==> config.mk <==
export PLATFORM = sky130hd
export DESIGN_NAME = cld_detector
export DESIGN_NICKNAME = d
export VERILOG_FILES = /design/src/cld_detector.v
export VERILOG_INCLUDE_DIRS = /design/src
export SDC_FILE = /design/constraint.sdc
export NUM_CORES = 2
export LEC_CHECK = 0
export BUFFER_PORTS_ARGS = -buffer_cell sky130_fd_sc_hd__buf_2
export CORE_MARGIN = 10
export CORE_UTILIZATION = 55
export CTS_BUF_LIST = sky130_fd_sc_hd__clkbuf_4 sky130_fd_sc_hd__clkbuf_8
export CTS_CLUSTER_DIAMETER = 120
export CTS_CLUSTER_SIZE = 25
export DETAILED_ROUTE_END_ITERATION = 7
export PLACE_DENSITY = 0.73
export SLEW_MARGIN = 20
export SYNTH_ARGS = -nofsm -noshare
export SYNTH_HDL_FRONTEND = slang
export SYNTH_SLANG_ARGS = --single-unit
==> constraint.sdc <==
create_clock -name i_clk -period 12.8 [get_ports i_clk]
set_clock_uncertainty 0.1 [all_clocks]
set_input_delay 1.28 -clock i_clk [delete_from_list [all_inputs] [get_ports i_clk]]
set_output_delay 1.28 -clock i_clk [all_outputs]
set_load 0.02 [all_outputs]
==> src/cld_map.vh <==
/*
  register offsets, field positions, reset values and timing figures of the
  cold load / inrush detector.
  assumes a 25 MHz system clock and a 32-bit avalon-mm slave port.
*/
`ifndef CLD_MAP_VH
`define CLD_MAP_VH

// ***************************************************
// register byte offsets
// ***************************************************
`define CLD_OFS_CTRL 6'h00
`define CLD_OFS_IDLE 6'h04
`define CLD_OFS_PICKUP 6'h08
`define CLD_OFS_MAX_ACTIVE_TIME 6'h0c
`define CLD_OFS_HARM 6'h10
`define CLD_OFS_STATUS 6'h14
`define CLD_OFS_MAXCUR 6'h18
`define CLD_OFS_SCALE 6'h1c
`define CLD_OFS_IDLE_PRI 6'h20
`define CLD_OFS_PICKUP_PRI 6'h24

// ***************************************************
// field positions
// ***************************************************
`define CLD_CTRL_EN 0
`define CLD_ST_COLD_START 0
`define CLD_ST_COLD_TRIP 1
`define CLD_ST_INR_START 2
`define CLD_ST_INR_TRIP 3
`define CLD_ST_INR_BLOCK 4

// ***************************************************
// reset values
// ***************************************************
`define CLD_RST_CTRL 1'h1
`define CLD_RST_IDLE 16'h0033
`define CLD_RST_PICKUP 16'h0133
`define CLD_RST_MAX_ACTIVE_TIME 16'h03e8
`define CLD_RST_HARM 8'h14
`define CLD_RST_SCALE 16'h0064

// ***************************************************
// timing
// ***************************************************
`define CLD_CLK_HZ 25000000
`define CLD_TICK_US 1000
`define CLD_WIN_MS 80
`define CLD_CYCLE_MS 20

`endif

==> src/cld_detector.v <==
/*
  cold load pick-up and inrush detector with an avalon-mm register slave.
  assumes phase currents and harmonic ratios come from logic on i_clk,
  already settled, so they are read without synchronisers.
*/
// Chosen here: the address map and the Avalon-MM register port.
// Summary of operation
// RULE1 - all idle then pick-up within 80ms
// RULE2 - hold until max time or below pick-up
// RULE3 - detections exported as matrix selectable outputs
// RULE4 - inrush adds second harmonic ratio condition
// RULE5 - zero harmonic threshold makes inrush equal cold
// RULE6 - block at rise, keep after cycle if harmonic
// RULE7 - lingering between thresholds past 80ms disarms
// RULE8 - cold status start while active, trip timeout
// RULE9 - inrush status start while detected, trip timeout
// RULE10 - supervised current is maximum of three phases
// RULE11 - thresholds in nominal units, also primary amperes
// RULE12 - strobe-timed counters cleared on reset
`include "cld_map.vh"
`default_nettype none

module cld_detector #(
  parameter TICK_CYCLES = `CLD_CLK_HZ / 1000000 * `CLD_TICK_US
) (
  input wire i_clk,
  input wire i_rst_n,
  input wire i_ce,
  input wire [15:0] i_phase_current_a,
  input wire [15:0] i_phase_current_b,
  input wire [15:0] i_phase_current_c,
  input wire [7:0] i_harm_ratio_a,
  input wire [7:0] i_harm_ratio_b,
  input wire [7:0] i_harm_ratio_c,
  input wire [5:0] i_avs_address,
  input wire i_avs_read,
  input wire i_avs_write,
  input wire [31:0] i_avs_writedata,
  input wire [3:0] i_avs_byteenable,
  output reg [31:0] o_avs_readdata,
  output reg o_avs_waitrequest,
  output reg o_cold_load_start,
  output reg o_cold_load_trip,
  output reg o_inrush_start,
  output reg o_inrush_trip,
  output reg o_inrush_block
);

  // ***************************************************
  // constants
  // ***************************************************
  localparam [31:0] WIN_W = (`CLD_WIN_MS * 1000) / `CLD_TICK_US;
  localparam [31:0] CYCLE_W = (`CLD_CYCLE_MS * 1000) / `CLD_TICK_US;
  localparam [31:0] TICK_W = TICK_CYCLES - 1;
  localparam [6:0] WIN_TICKS = WIN_W[6:0];
  localparam [15:0] CYCLE_TICKS = CYCLE_W[15:0];
  localparam [14:0] TICK_LAST = TICK_W[14:0];

  localparam [2:0] S_WAIT = 3'h0;
  localparam [2:0] S_IDLE = 3'h1;
  localparam [2:0] S_TRANS = 3'h2;
  localparam [2:0] S_ACTIVE = 3'h3;
  localparam [2:0] S_TRIP = 3'h4;

  // ***************************************************
  // registers
  // ***************************************************
  reg enable_r;
  reg [15:0] idle_thr_r;
  reg [15:0] pickup_thr_r;
  reg [15:0] max_active_time_r;
  reg [7:0] harmonic_ratio_threshold_r;
  reg [15:0] scale_r;
  reg [15:0] max_phase_current_r;
  reg [2:0] harm_hit_r;
  reg [14:0] tick_cnt_r;
  reg tick_r;
  reg [6:0] win_cnt_r;
  reg [15:0] act_cnt_r;
  reg [2:0] state_r;
  reg [2:0] state_nxt;
  reg inr_latch_r;

  wire [15:0] max_ab = (i_phase_current_a > i_phase_current_b) ?
    i_phase_current_a : i_phase_current_b;
  wire [15:0] max_abc = (max_ab > i_phase_current_c) ? max_ab : i_phase_current_c;
  wire [7:0] harm_in [0:2];
  assign harm_in[0] = i_harm_ratio_a;
  assign harm_in[1] = i_harm_ratio_b;
  assign harm_in[2] = i_harm_ratio_c;

  wire below_idle = max_phase_current_r < idle_thr_r;
  wire above_pickup = max_phase_current_r > pickup_thr_r;
  wire below_pickup = max_phase_current_r < pickup_thr_r;
  // a zero threshold turns the harmonic test into a constant pass
  wire harm_ok = (harmonic_ratio_threshold_r == 8'h00) | (|harm_hit_r); // see RULE5
  wire first_cycle = act_cnt_r < CYCLE_TICKS;
  wire [31:0] idle_pri = idle_thr_r * scale_r;
  wire [31:0] pickup_pri = pickup_thr_r * scale_r;

  // ***************************************************
  // measurement pipeline
  // ***************************************************
  always @(posedge i_clk) begin
    if (!i_rst_n) begin
      max_phase_current_r <= 16'h0000;
    end else if (i_ce) begin
      max_phase_current_r <= max_abc; // see RULE10
    end
  end

  genvar g;
  generate
    for (g = 0; g < 3; g = g + 1) begin : g_harm
      always @(posedge i_clk) begin
        if (!i_rst_n) begin
          harm_hit_r[g] <= 1'b0;
        end else if (i_ce) begin
          harm_hit_r[g] <= harm_in[g] > harmonic_ratio_threshold_r; // see RULE4
        end
      end
    end
  endgenerate

  // ***************************************************
  // millisecond strobe
  // ***************************************************
  always @(posedge i_clk) begin
    if (!i_rst_n) begin
      tick_cnt_r <= 15'h0000;
      tick_r <= 1'b0;
    end else if (i_ce) begin
      tick_r <= tick_cnt_r == TICK_LAST; // see RULE12
      if (tick_cnt_r == TICK_LAST) begin
        tick_cnt_r <= 15'h0000;
      end else begin
        tick_cnt_r <= tick_cnt_r + 15'h0001;
      end
    end
  end

  // ***************************************************
  // detection state machine
  // ***************************************************
  always @* begin
    state_nxt = state_r;
    case (state_r)
      S_WAIT: begin
        if (below_idle) begin
          state_nxt = S_IDLE;
        end
      end
      S_IDLE: begin
        if (above_pickup) begin
          state_nxt = S_ACTIVE; // see RULE1
        end else if (!below_idle) begin
          state_nxt = S_TRANS;
        end
      end
      S_TRANS: begin
        if (above_pickup) begin
          state_nxt = S_ACTIVE; // see RULE1
        end else if (below_idle) begin
          state_nxt = S_IDLE;
        end else if (win_cnt_r >= WIN_TICKS) begin
          state_nxt = S_WAIT; // see RULE7
        end
      end
      S_ACTIVE: begin
        if (below_pickup) begin
          state_nxt = S_WAIT; // see RULE2
        end else if (act_cnt_r >= max_active_time_r) begin
          state_nxt = S_TRIP; // see RULE2
        end
      end
      S_TRIP: begin
        if (below_pickup) begin
          state_nxt = S_WAIT;
        end
      end
      default: begin
        state_nxt = S_WAIT;
      end
    endcase
    if (!enable_r) begin
      state_nxt = S_WAIT;
    end
  end

  always @(posedge i_clk) begin
    if (!i_rst_n) begin
      state_r <= S_WAIT;
      win_cnt_r <= 7'h00;
      act_cnt_r <= 16'h0000;
      inr_latch_r <= 1'b0;
    end else if (i_ce) begin
      state_r <= state_nxt;
      // both timers restart whenever their state is entered afresh
      if (state_nxt != S_TRANS || state_r != S_TRANS) begin
        win_cnt_r <= 7'h00;
      end else if (tick_r) begin
        win_cnt_r <= win_cnt_r + 7'h01; // see RULE12
      end
      if (state_nxt != S_ACTIVE || state_r != S_ACTIVE) begin
        act_cnt_r <= 16'h0000;
      end else if (tick_r && act_cnt_r != 16'hffff) begin
        act_cnt_r <= act_cnt_r + 16'h0001; // see RULE12
      end
      // remembers whether inrush was present at the moment of timeout
      if (state_r == S_ACTIVE && state_nxt == S_TRIP) begin
        inr_latch_r <= harm_ok; // see RULE9
      end else if (state_nxt != S_TRIP) begin
        inr_latch_r <= 1'b0;
      end
    end
  end

  // ***************************************************
  // detection outputs
  // ***************************************************
  always @(posedge i_clk) begin
    if (!i_rst_n) begin
      o_cold_load_start <= 1'b0;
      o_cold_load_trip <= 1'b0;
      o_inrush_start <= 1'b0;
      o_inrush_trip <= 1'b0;
      o_inrush_block <= 1'b0;
    end else if (i_ce) begin
      o_cold_load_start <= state_r == S_ACTIVE; // see RULE8 see RULE3
      o_cold_load_trip <= state_r == S_TRIP; // see RULE8 see RULE3
      o_inrush_start <= state_r == S_ACTIVE && harm_ok; // see RULE4 see RULE9
      o_inrush_trip <= state_r == S_TRIP && inr_latch_r; // see RULE9 see RULE3
      // the harmonic figure is unreliable until a full cycle has been seen
      o_inrush_block <= state_r == S_ACTIVE && (first_cycle || harm_ok); // see RULE6
    end
  end

  // ***************************************************
  // avalon-mm slave
  // ***************************************************
  // one wait cycle per access: request seen, then waitrequest low for a cycle
  wire req = i_avs_read | i_avs_write;
  wire wr_go = i_avs_write & ~o_avs_waitrequest;

  always @(posedge i_clk) begin
    if (!i_rst_n) begin
      o_avs_waitrequest <= 1'b1;
      o_avs_readdata <= 32'h00000000;
    end else if (i_ce) begin
      o_avs_waitrequest <= ~(req & o_avs_waitrequest);
      if (i_avs_read && o_avs_waitrequest) begin
        case (i_avs_address)
          `CLD_OFS_CTRL: o_avs_readdata <= {31'h00000000, enable_r};
          `CLD_OFS_IDLE: o_avs_readdata <= {16'h0000, idle_thr_r}; // see RULE11
          `CLD_OFS_PICKUP: o_avs_readdata <= {16'h0000, pickup_thr_r};
          `CLD_OFS_MAX_ACTIVE_TIME: o_avs_readdata <= {16'h0000, max_active_time_r};
          `CLD_OFS_HARM: o_avs_readdata <= {24'h000000, harmonic_ratio_threshold_r};
          `CLD_OFS_STATUS: o_avs_readdata <= {27'h0000000, o_inrush_block,
            o_inrush_trip, o_inrush_start, o_cold_load_trip, o_cold_load_start};
          `CLD_OFS_MAXCUR: o_avs_readdata <= {16'h0000, max_phase_current_r};
          `CLD_OFS_SCALE: o_avs_readdata <= {16'h0000, scale_r};
          `CLD_OFS_IDLE_PRI: o_avs_readdata <= {8'h00, idle_pri[31:8]}; // see RULE11
          `CLD_OFS_PICKUP_PRI: o_avs_readdata <= {8'h00, pickup_pri[31:8]}; // see RULE11
          default: o_avs_readdata <= 32'h00000000;
        endcase
      end
    end
  end

  always @(posedge i_clk) begin
    if (!i_rst_n) begin
      enable_r <= `CLD_RST_CTRL;
      idle_thr_r <= `CLD_RST_IDLE;
      pickup_thr_r <= `CLD_RST_PICKUP;
      max_active_time_r <= `CLD_RST_MAX_ACTIVE_TIME;
      harmonic_ratio_threshold_r <= `CLD_RST_HARM;
      scale_r <= `CLD_RST_SCALE;
    end else if (i_ce && wr_go) begin
      case (i_avs_address)
        `CLD_OFS_CTRL: begin
          if (i_avs_byteenable[0]) enable_r <= i_avs_writedata[`CLD_CTRL_EN];
        end
        `CLD_OFS_IDLE: begin
          if (i_avs_byteenable[0]) idle_thr_r[7:0] <= i_avs_writedata[7:0];
          if (i_avs_byteenable[1]) idle_thr_r[15:8] <= i_avs_writedata[15:8];
        end
        `CLD_OFS_PICKUP: begin
          if (i_avs_byteenable[0]) pickup_thr_r[7:0] <= i_avs_writedata[7:0];
          if (i_avs_byteenable[1]) pickup_thr_r[15:8] <= i_avs_writedata[15:8];
        end
        `CLD_OFS_MAX_ACTIVE_TIME: begin
          if (i_avs_byteenable[0]) max_active_time_r[7:0] <= i_avs_writedata[7:0];
          if (i_avs_byteenable[1]) max_active_time_r[15:8] <= i_avs_writedata[15:8];
        end
        `CLD_OFS_HARM: begin
          if (i_avs_byteenable[0]) harmonic_ratio_threshold_r <= i_avs_writedata[7:0];
        end
        `CLD_OFS_SCALE: begin
          if (i_avs_byteenable[0]) scale_r[7:0] <= i_avs_writedata[7:0];
          if (i_avs_byteenable[1]) scale_r[15:8] <= i_avs_writedata[15:8];
        end
        default: begin
          enable_r <= enable_r;
        end
      endcase
    end
  end

endmodule // cld_detector

`default_nettype wire

==> impl_summary.md <==
Run status
The run finished with clean final reports.

Die
For this design the top-level I/O count stands at 157. The die covers 0.0577 mm². In this run the vertical extent of the chip is 240 µm. The site row count is 80. The core footprint is 0.0478 mm².

The initial utilization of the core area, before any placement, comes to 55.8%. The floorplan step set the die width to 240 µm.

Clock tree
CTS saw 165 sinks. TritonCTS built the clock tree. The H-tree depth is 4. For this design, the CTS-stage hold fixing added 0 buffers. The cell at the root of the clock tree is sky130_fd_sc_hd__clkbuf_8. Post-CTS timing repair inserted 0 buffers for setup.

The post-cts repair resize count is 0. The clock tree buffer depth is 2. Clock tree synthesis inserted a total of 17 buffers.

After clock tree synthesis, the clock-pin slew on the worst setup and hold paths is 0.10 ns. For the worst-skew pair, the clock arrives at the later sink with an insertion delay of 0.52 ns.

Worst hold path
The type of the most critical hold path is register to register. The startpoint of the most critical hold path is scale_r[9].

STA
Setup repair after global routing left no endpoint under its margin. Setup violations remaining at the end of the flow were counted as 0. The max-slew violation total from the final report was 0. The final hold violation count is 0. The setup TNS after final layout is 0 ns. Derived from the worst setup path, the maximum achievable clock frequency is 136 MHz. At the pin with the least slew margin, the transition time is 1.17 ns. Of the available clock period, the critical path in the final layout requires 57.5%. In this run the tightest slew margin relative to its limit is 21.5%. The final critical delay including setup and external delays is 7.36 ns. The worst path meets setup with 5.44 ns of slack.

Worst setup path
The type of the worst setup path is register to register. Counting both buffers and inverters, the worst setup path holds a total of 3. The endpoint class of the critical path is a register. Setup slack on the worst reg-to-reg path comes out at 5.44 ns.

The type of element launching the critical path is a register. The cell type with the highest occurrence count on the critical path is sky130_fd_sc_hd__fa_1. The cell type group with the largest total delay on the critical path is adder cells. The source of the critical timing path is scale_r[7]. The signal on the critical path passes through nand2_1 > fa_1 > inv_1 > fa_1 > fa_1 > fa_1 > fa_1 > inv_1 > fa_1 > inv_1 > ha_1 > a211oi_1 > nor2_1 > a211o_1 > a31oi_1 > o21bai_1 > a21o_1 > a21oi_1 > xor2_1 > o21ai_0. The cell type of the slowest stage on the worst timing path is sky130_fd_sc_hd__dfxtp_2.

In this design, the stage delay of the slowest critical-path cell is 0.97 ns. The source of the worst register-to-register timing path is scale_r[7]. The critical-path maximum fanout is 34.

The critical path arrival is 7.64 ns. The required time of the worst setup path is 13.08 ns.

Synthesis
The fraction of synthesis flops using an asynchronous set or reset pin is 0%. The synthesized netlist contains 72 unique library cells. Summing every instance area after synthesis gives 0.0267 mm². The count of mapped cells out of synthesis is 3174. The number of enable flip-flop cells after synthesis is 0. In this run, synthesis produced a sequential element count of 165. The commonest register cell after synthesis is sky130_fd_sc_hd__dfxtp_1. The post-synthesis area per instance is 8.41 µm². Summing the sequential cell areas from Yosys gives 12.4% of the chip area. During synthesis, Yosys emitted a total of 0 warnings.

Detailed routing
The total number of vias is 22289. The count of unresolved DRC violations after routing is 0. The detail route stage leaves a number of antenna-violating nets equal to 0. The final layout contains routed wiring with a total length of 74300 µm. In the final routed layout, each cell accounts on average for 19.4 µm.

In this run, the number of DRC markers left after iteration 0 of detailed routing was 1801. After detailed routing, the number of vias per cell comes to 5.82. The number of optimization iterations in the first detailed-route pass is 5.

Cells and area
The layout overhead on the synthesized area is 5.70%. The most common cell after layout, fill and taps aside is sky130_fd_sc_hd__inv_1. The final-stage net count is 4017. Leaving out fill and tap cells, the most frequent cells in the layout are sky130_fd_sc_hd__inv_1, sky130_fd_sc_hd__nand2_1, sky130_fd_sc_hd__fa_1, sky130_fd_sc_hd__ha_1, sky130_fd_sc_hd__and2_1. The register area is 0.00330 mm².

The post-route netlist has 7.40% of its cells at a drive strength greater than 1. The multi-input gate area in the final layout is 0.0206 mm². The number of filler cells placed in the layout is 4201.

Global routing
The first global-routing pass estimated 121000 µm of wire. The via count of the first global-routing pass is 23478. For this run, the total global-route usage over all layers was measured as 26.4%.

The number of antenna violations at the first check in global routing is 2. The largest net degree at the start of global routing is 92. Global routing finished with a remaining overflow of 0.

Power and ir drop
Per report_power, the clock group accounts for 37.0% of the total. The maximum vdd ir drop is 0.0802 mV. Per report_power, the sequential group accounts for 46.9% of the total. The internal portion of the total power is 0.805 mW. The net switching power figure is 0.331 mW. The analysis attributes to cell leakage a power of 13.8 nW.

The proportion of power drawn by combinational gates is 16.1%. The share of total power consumed by net switching is 29.1%. The total power density per cell area is 40.3 mW/mm².

Placed design
At the placement stage, the worst setup path has a slack of 5.59 ns. Port buffering added 130 buffers. After legalization and detailed placement, the total HPWL measured 59000 µm. At the end of routability-driven placement, the weighted congestion stood at 0.941.

Run
The max capacitance violation total is 0.
per-layer routing:
metal | global-route usage, % | part of all wire (%) | vias to the layer above | wire length, µm
met1 | 32.9 | 40 | 11071 | 29900
met3 | 4.18 | 6.8 | 187 | 5070
met5 | 0 | 0 | - | 0
li1 | - | - | 10166 | -
met4 | 11.4 | 4.2 | 0 | 3150
met2 | 44.6 | 49 | 865 | 36100
state kept, by name, summed over array words and instances, names as in the netlist:
register and count:
enable_r 1, o_avs_readdata 24, o_cold_load_trip 1, harm_hit_r 3
o_cold_load_start 1, tick_r 1, inr_latch_r 1, tick_cnt_r 15
scale_r 16, max_phase_current_r 16, harmonic_ratio_threshold_r 8, pickup_thr_r 16
o_inrush_block 1, win_cnt_r 7, act_cnt_r 16, state_r 3
o_avs_waitrequest 1, max_active_time_r 16, o_inrush_start 1, o_inrush_trip 1
idle_thr_r 16
Yosys cell counts (all sizes together) (5+ instances only):
| cell | count | area [µm²] |
|---|---|---|
| nand2b | 12 | 75.1 |
| a21oi | 134 | 674 |
| o21ai | 71 | 367 |
| nor3b | 6 | 45.0 |
| nand3 | 67 | 335 |
| o31ai | 15 | 113 |
| fa | 386 | 7730 |
| o21a | 16 | 120 |
| or2 | 6 | 37.5 |
| nand4 | 26 | 163 |
| and2 | 238 | 1490 |
| nor3 | 21 | 110 |
| nor4 | 10 | 62.6 |
| a221oi | 21 | 184 |
| xnor2 | 30 | 263 |
| and3 | 18 | 113 |
| mux2i | 44 | 440 |
| mux2 | 16 | 214 |
| o21bai | 8 | 63.8 |
| o22ai | 6 | 37.5 |
| nor2b | 14 | 87.6 |
| or3 | 9 | 56.3 |
| nor2 | 95 | 357 |
| ha | 309 | 3870 |
| nand2 | 470 | 1760 |
| o311ai | 5 | 43.8 |
| xor2 | 32 | 280 |
| dfxtp | 165 | 3300 |
| clkbuf | 151 | 567 |
| a31oi | 9 | 56.3 |
| o211ai | 37 | 278 |
| inv | 573 | 2150 |
| buf | 19 | 125 |
| a21o | 35 | 263 |
| a211oi | 22 | 165 |
| a22oi | 22 | 165 |
power by group through the flow:
stage,combinational (mW),sequential [mW],clock [mW]
CTS,0.180,0.533,0.421
finish,0.183,0.533,0.420
global placement,0.170,0.544,0
global route,0.202,0.534,0.440
detailed placement,0.179,0.545,0
floorplan,0.124,0.539,0
worst reg2reg max path: stages (launching register included):
cell	delay, ns
sky130_fd_sc_hd__dfxtp_2	0.97
sky130_fd_sc_hd__nand2_1	0.23
sky130_fd_sc_hd__fa_1	0.58
sky130_fd_sc_hd__inv_1	0.05
sky130_fd_sc_hd__fa_1	0.48
sky130_fd_sc_hd__fa_1	0.58
sky130_fd_sc_hd__fa_1	0.46
sky130_fd_sc_hd__fa_1	0.51
sky130_fd_sc_hd__inv_1	0.05
sky130_fd_sc_hd__fa_1	0.47
sky130_fd_sc_hd__inv_1	0.05
sky130_fd_sc_hd__ha_1	0.35
sky130_fd_sc_hd__a211oi_1	0.36
sky130_fd_sc_hd__nor2_1	0.09
sky130_fd_sc_hd__a211o_1	0.27
sky130_fd_sc_hd__a31oi_1	0.41
sky130_fd_sc_hd__o21bai_1	0.25
sky130_fd_sc_hd__a21o_1	0.26
sky130_fd_sc_hd__a21oi_1	0.29
sky130_fd_sc_hd__xor2_1	0.28
sky130_fd_sc_hd__o21ai_0	0.11
logic make-up (layout without fill, tap and decap cells):
group / Yosys count / after routing / share of synthesized area, %
flops: 165 / 165 / 12.4
compound gates: 437 / 437 / 10.8
fa+ha+maj: 695 / 695 / 43.4
mux: 60 / 60 / 2.45
simple gates: 1011 / 1011 / 18.2
buf+inv: 743 / 778 / 10.7
other cells: 1 / 10 / 0.0141
xor+xnor: 62 / 62 / 2.03
area by class of cell:
cell class              instances  share of cell area (%)
clock inverters                10                   0.519
repair buffers                173                    3.45
diodes                          2                  0.0177
inverters                     573                    7.62
multi-input cells            2273                    73.0
clock buffers                  22                   0.985
flip-flops and latches        165                    11.7
well taps                     615                    2.73
final timing paths:
kind / end / cells after the start
worst max-delay path: o_avs_readdata[17] / 20
worst min-delay path: scale_r[9] / 2
worst min register to register: scale_r[9] / 2
worst max register to register: o_avs_readdata[17] / 20
metrics by stage:
| stage | area [µm²] | cells | util (%) | hold WS, ns | total power [mW] |
|---|---|---|---|---|---|
| 2_1_floorplan | 26700 | 3181 | - | 0.338 | 0.663 |
| 3_3_place_gp | 27800 | 3799 | 58.0 | 0.339 | 0.715 |
| 3_5_place_dp | 27800 | 3799 | 58.0 | 0.345 | 0.724 |
| 4_1_cts | 28200 | 3831 | 58.9 | 0.357 | 1.13 |
| 5_1_grt | 28200 | 3833 | 59.0 | 0.389 | 1.18 |
| 6_report | 28200 | 3833 | 59.0 | 0.360 | 1.14 |
Power figures use the tool's default switching activity.
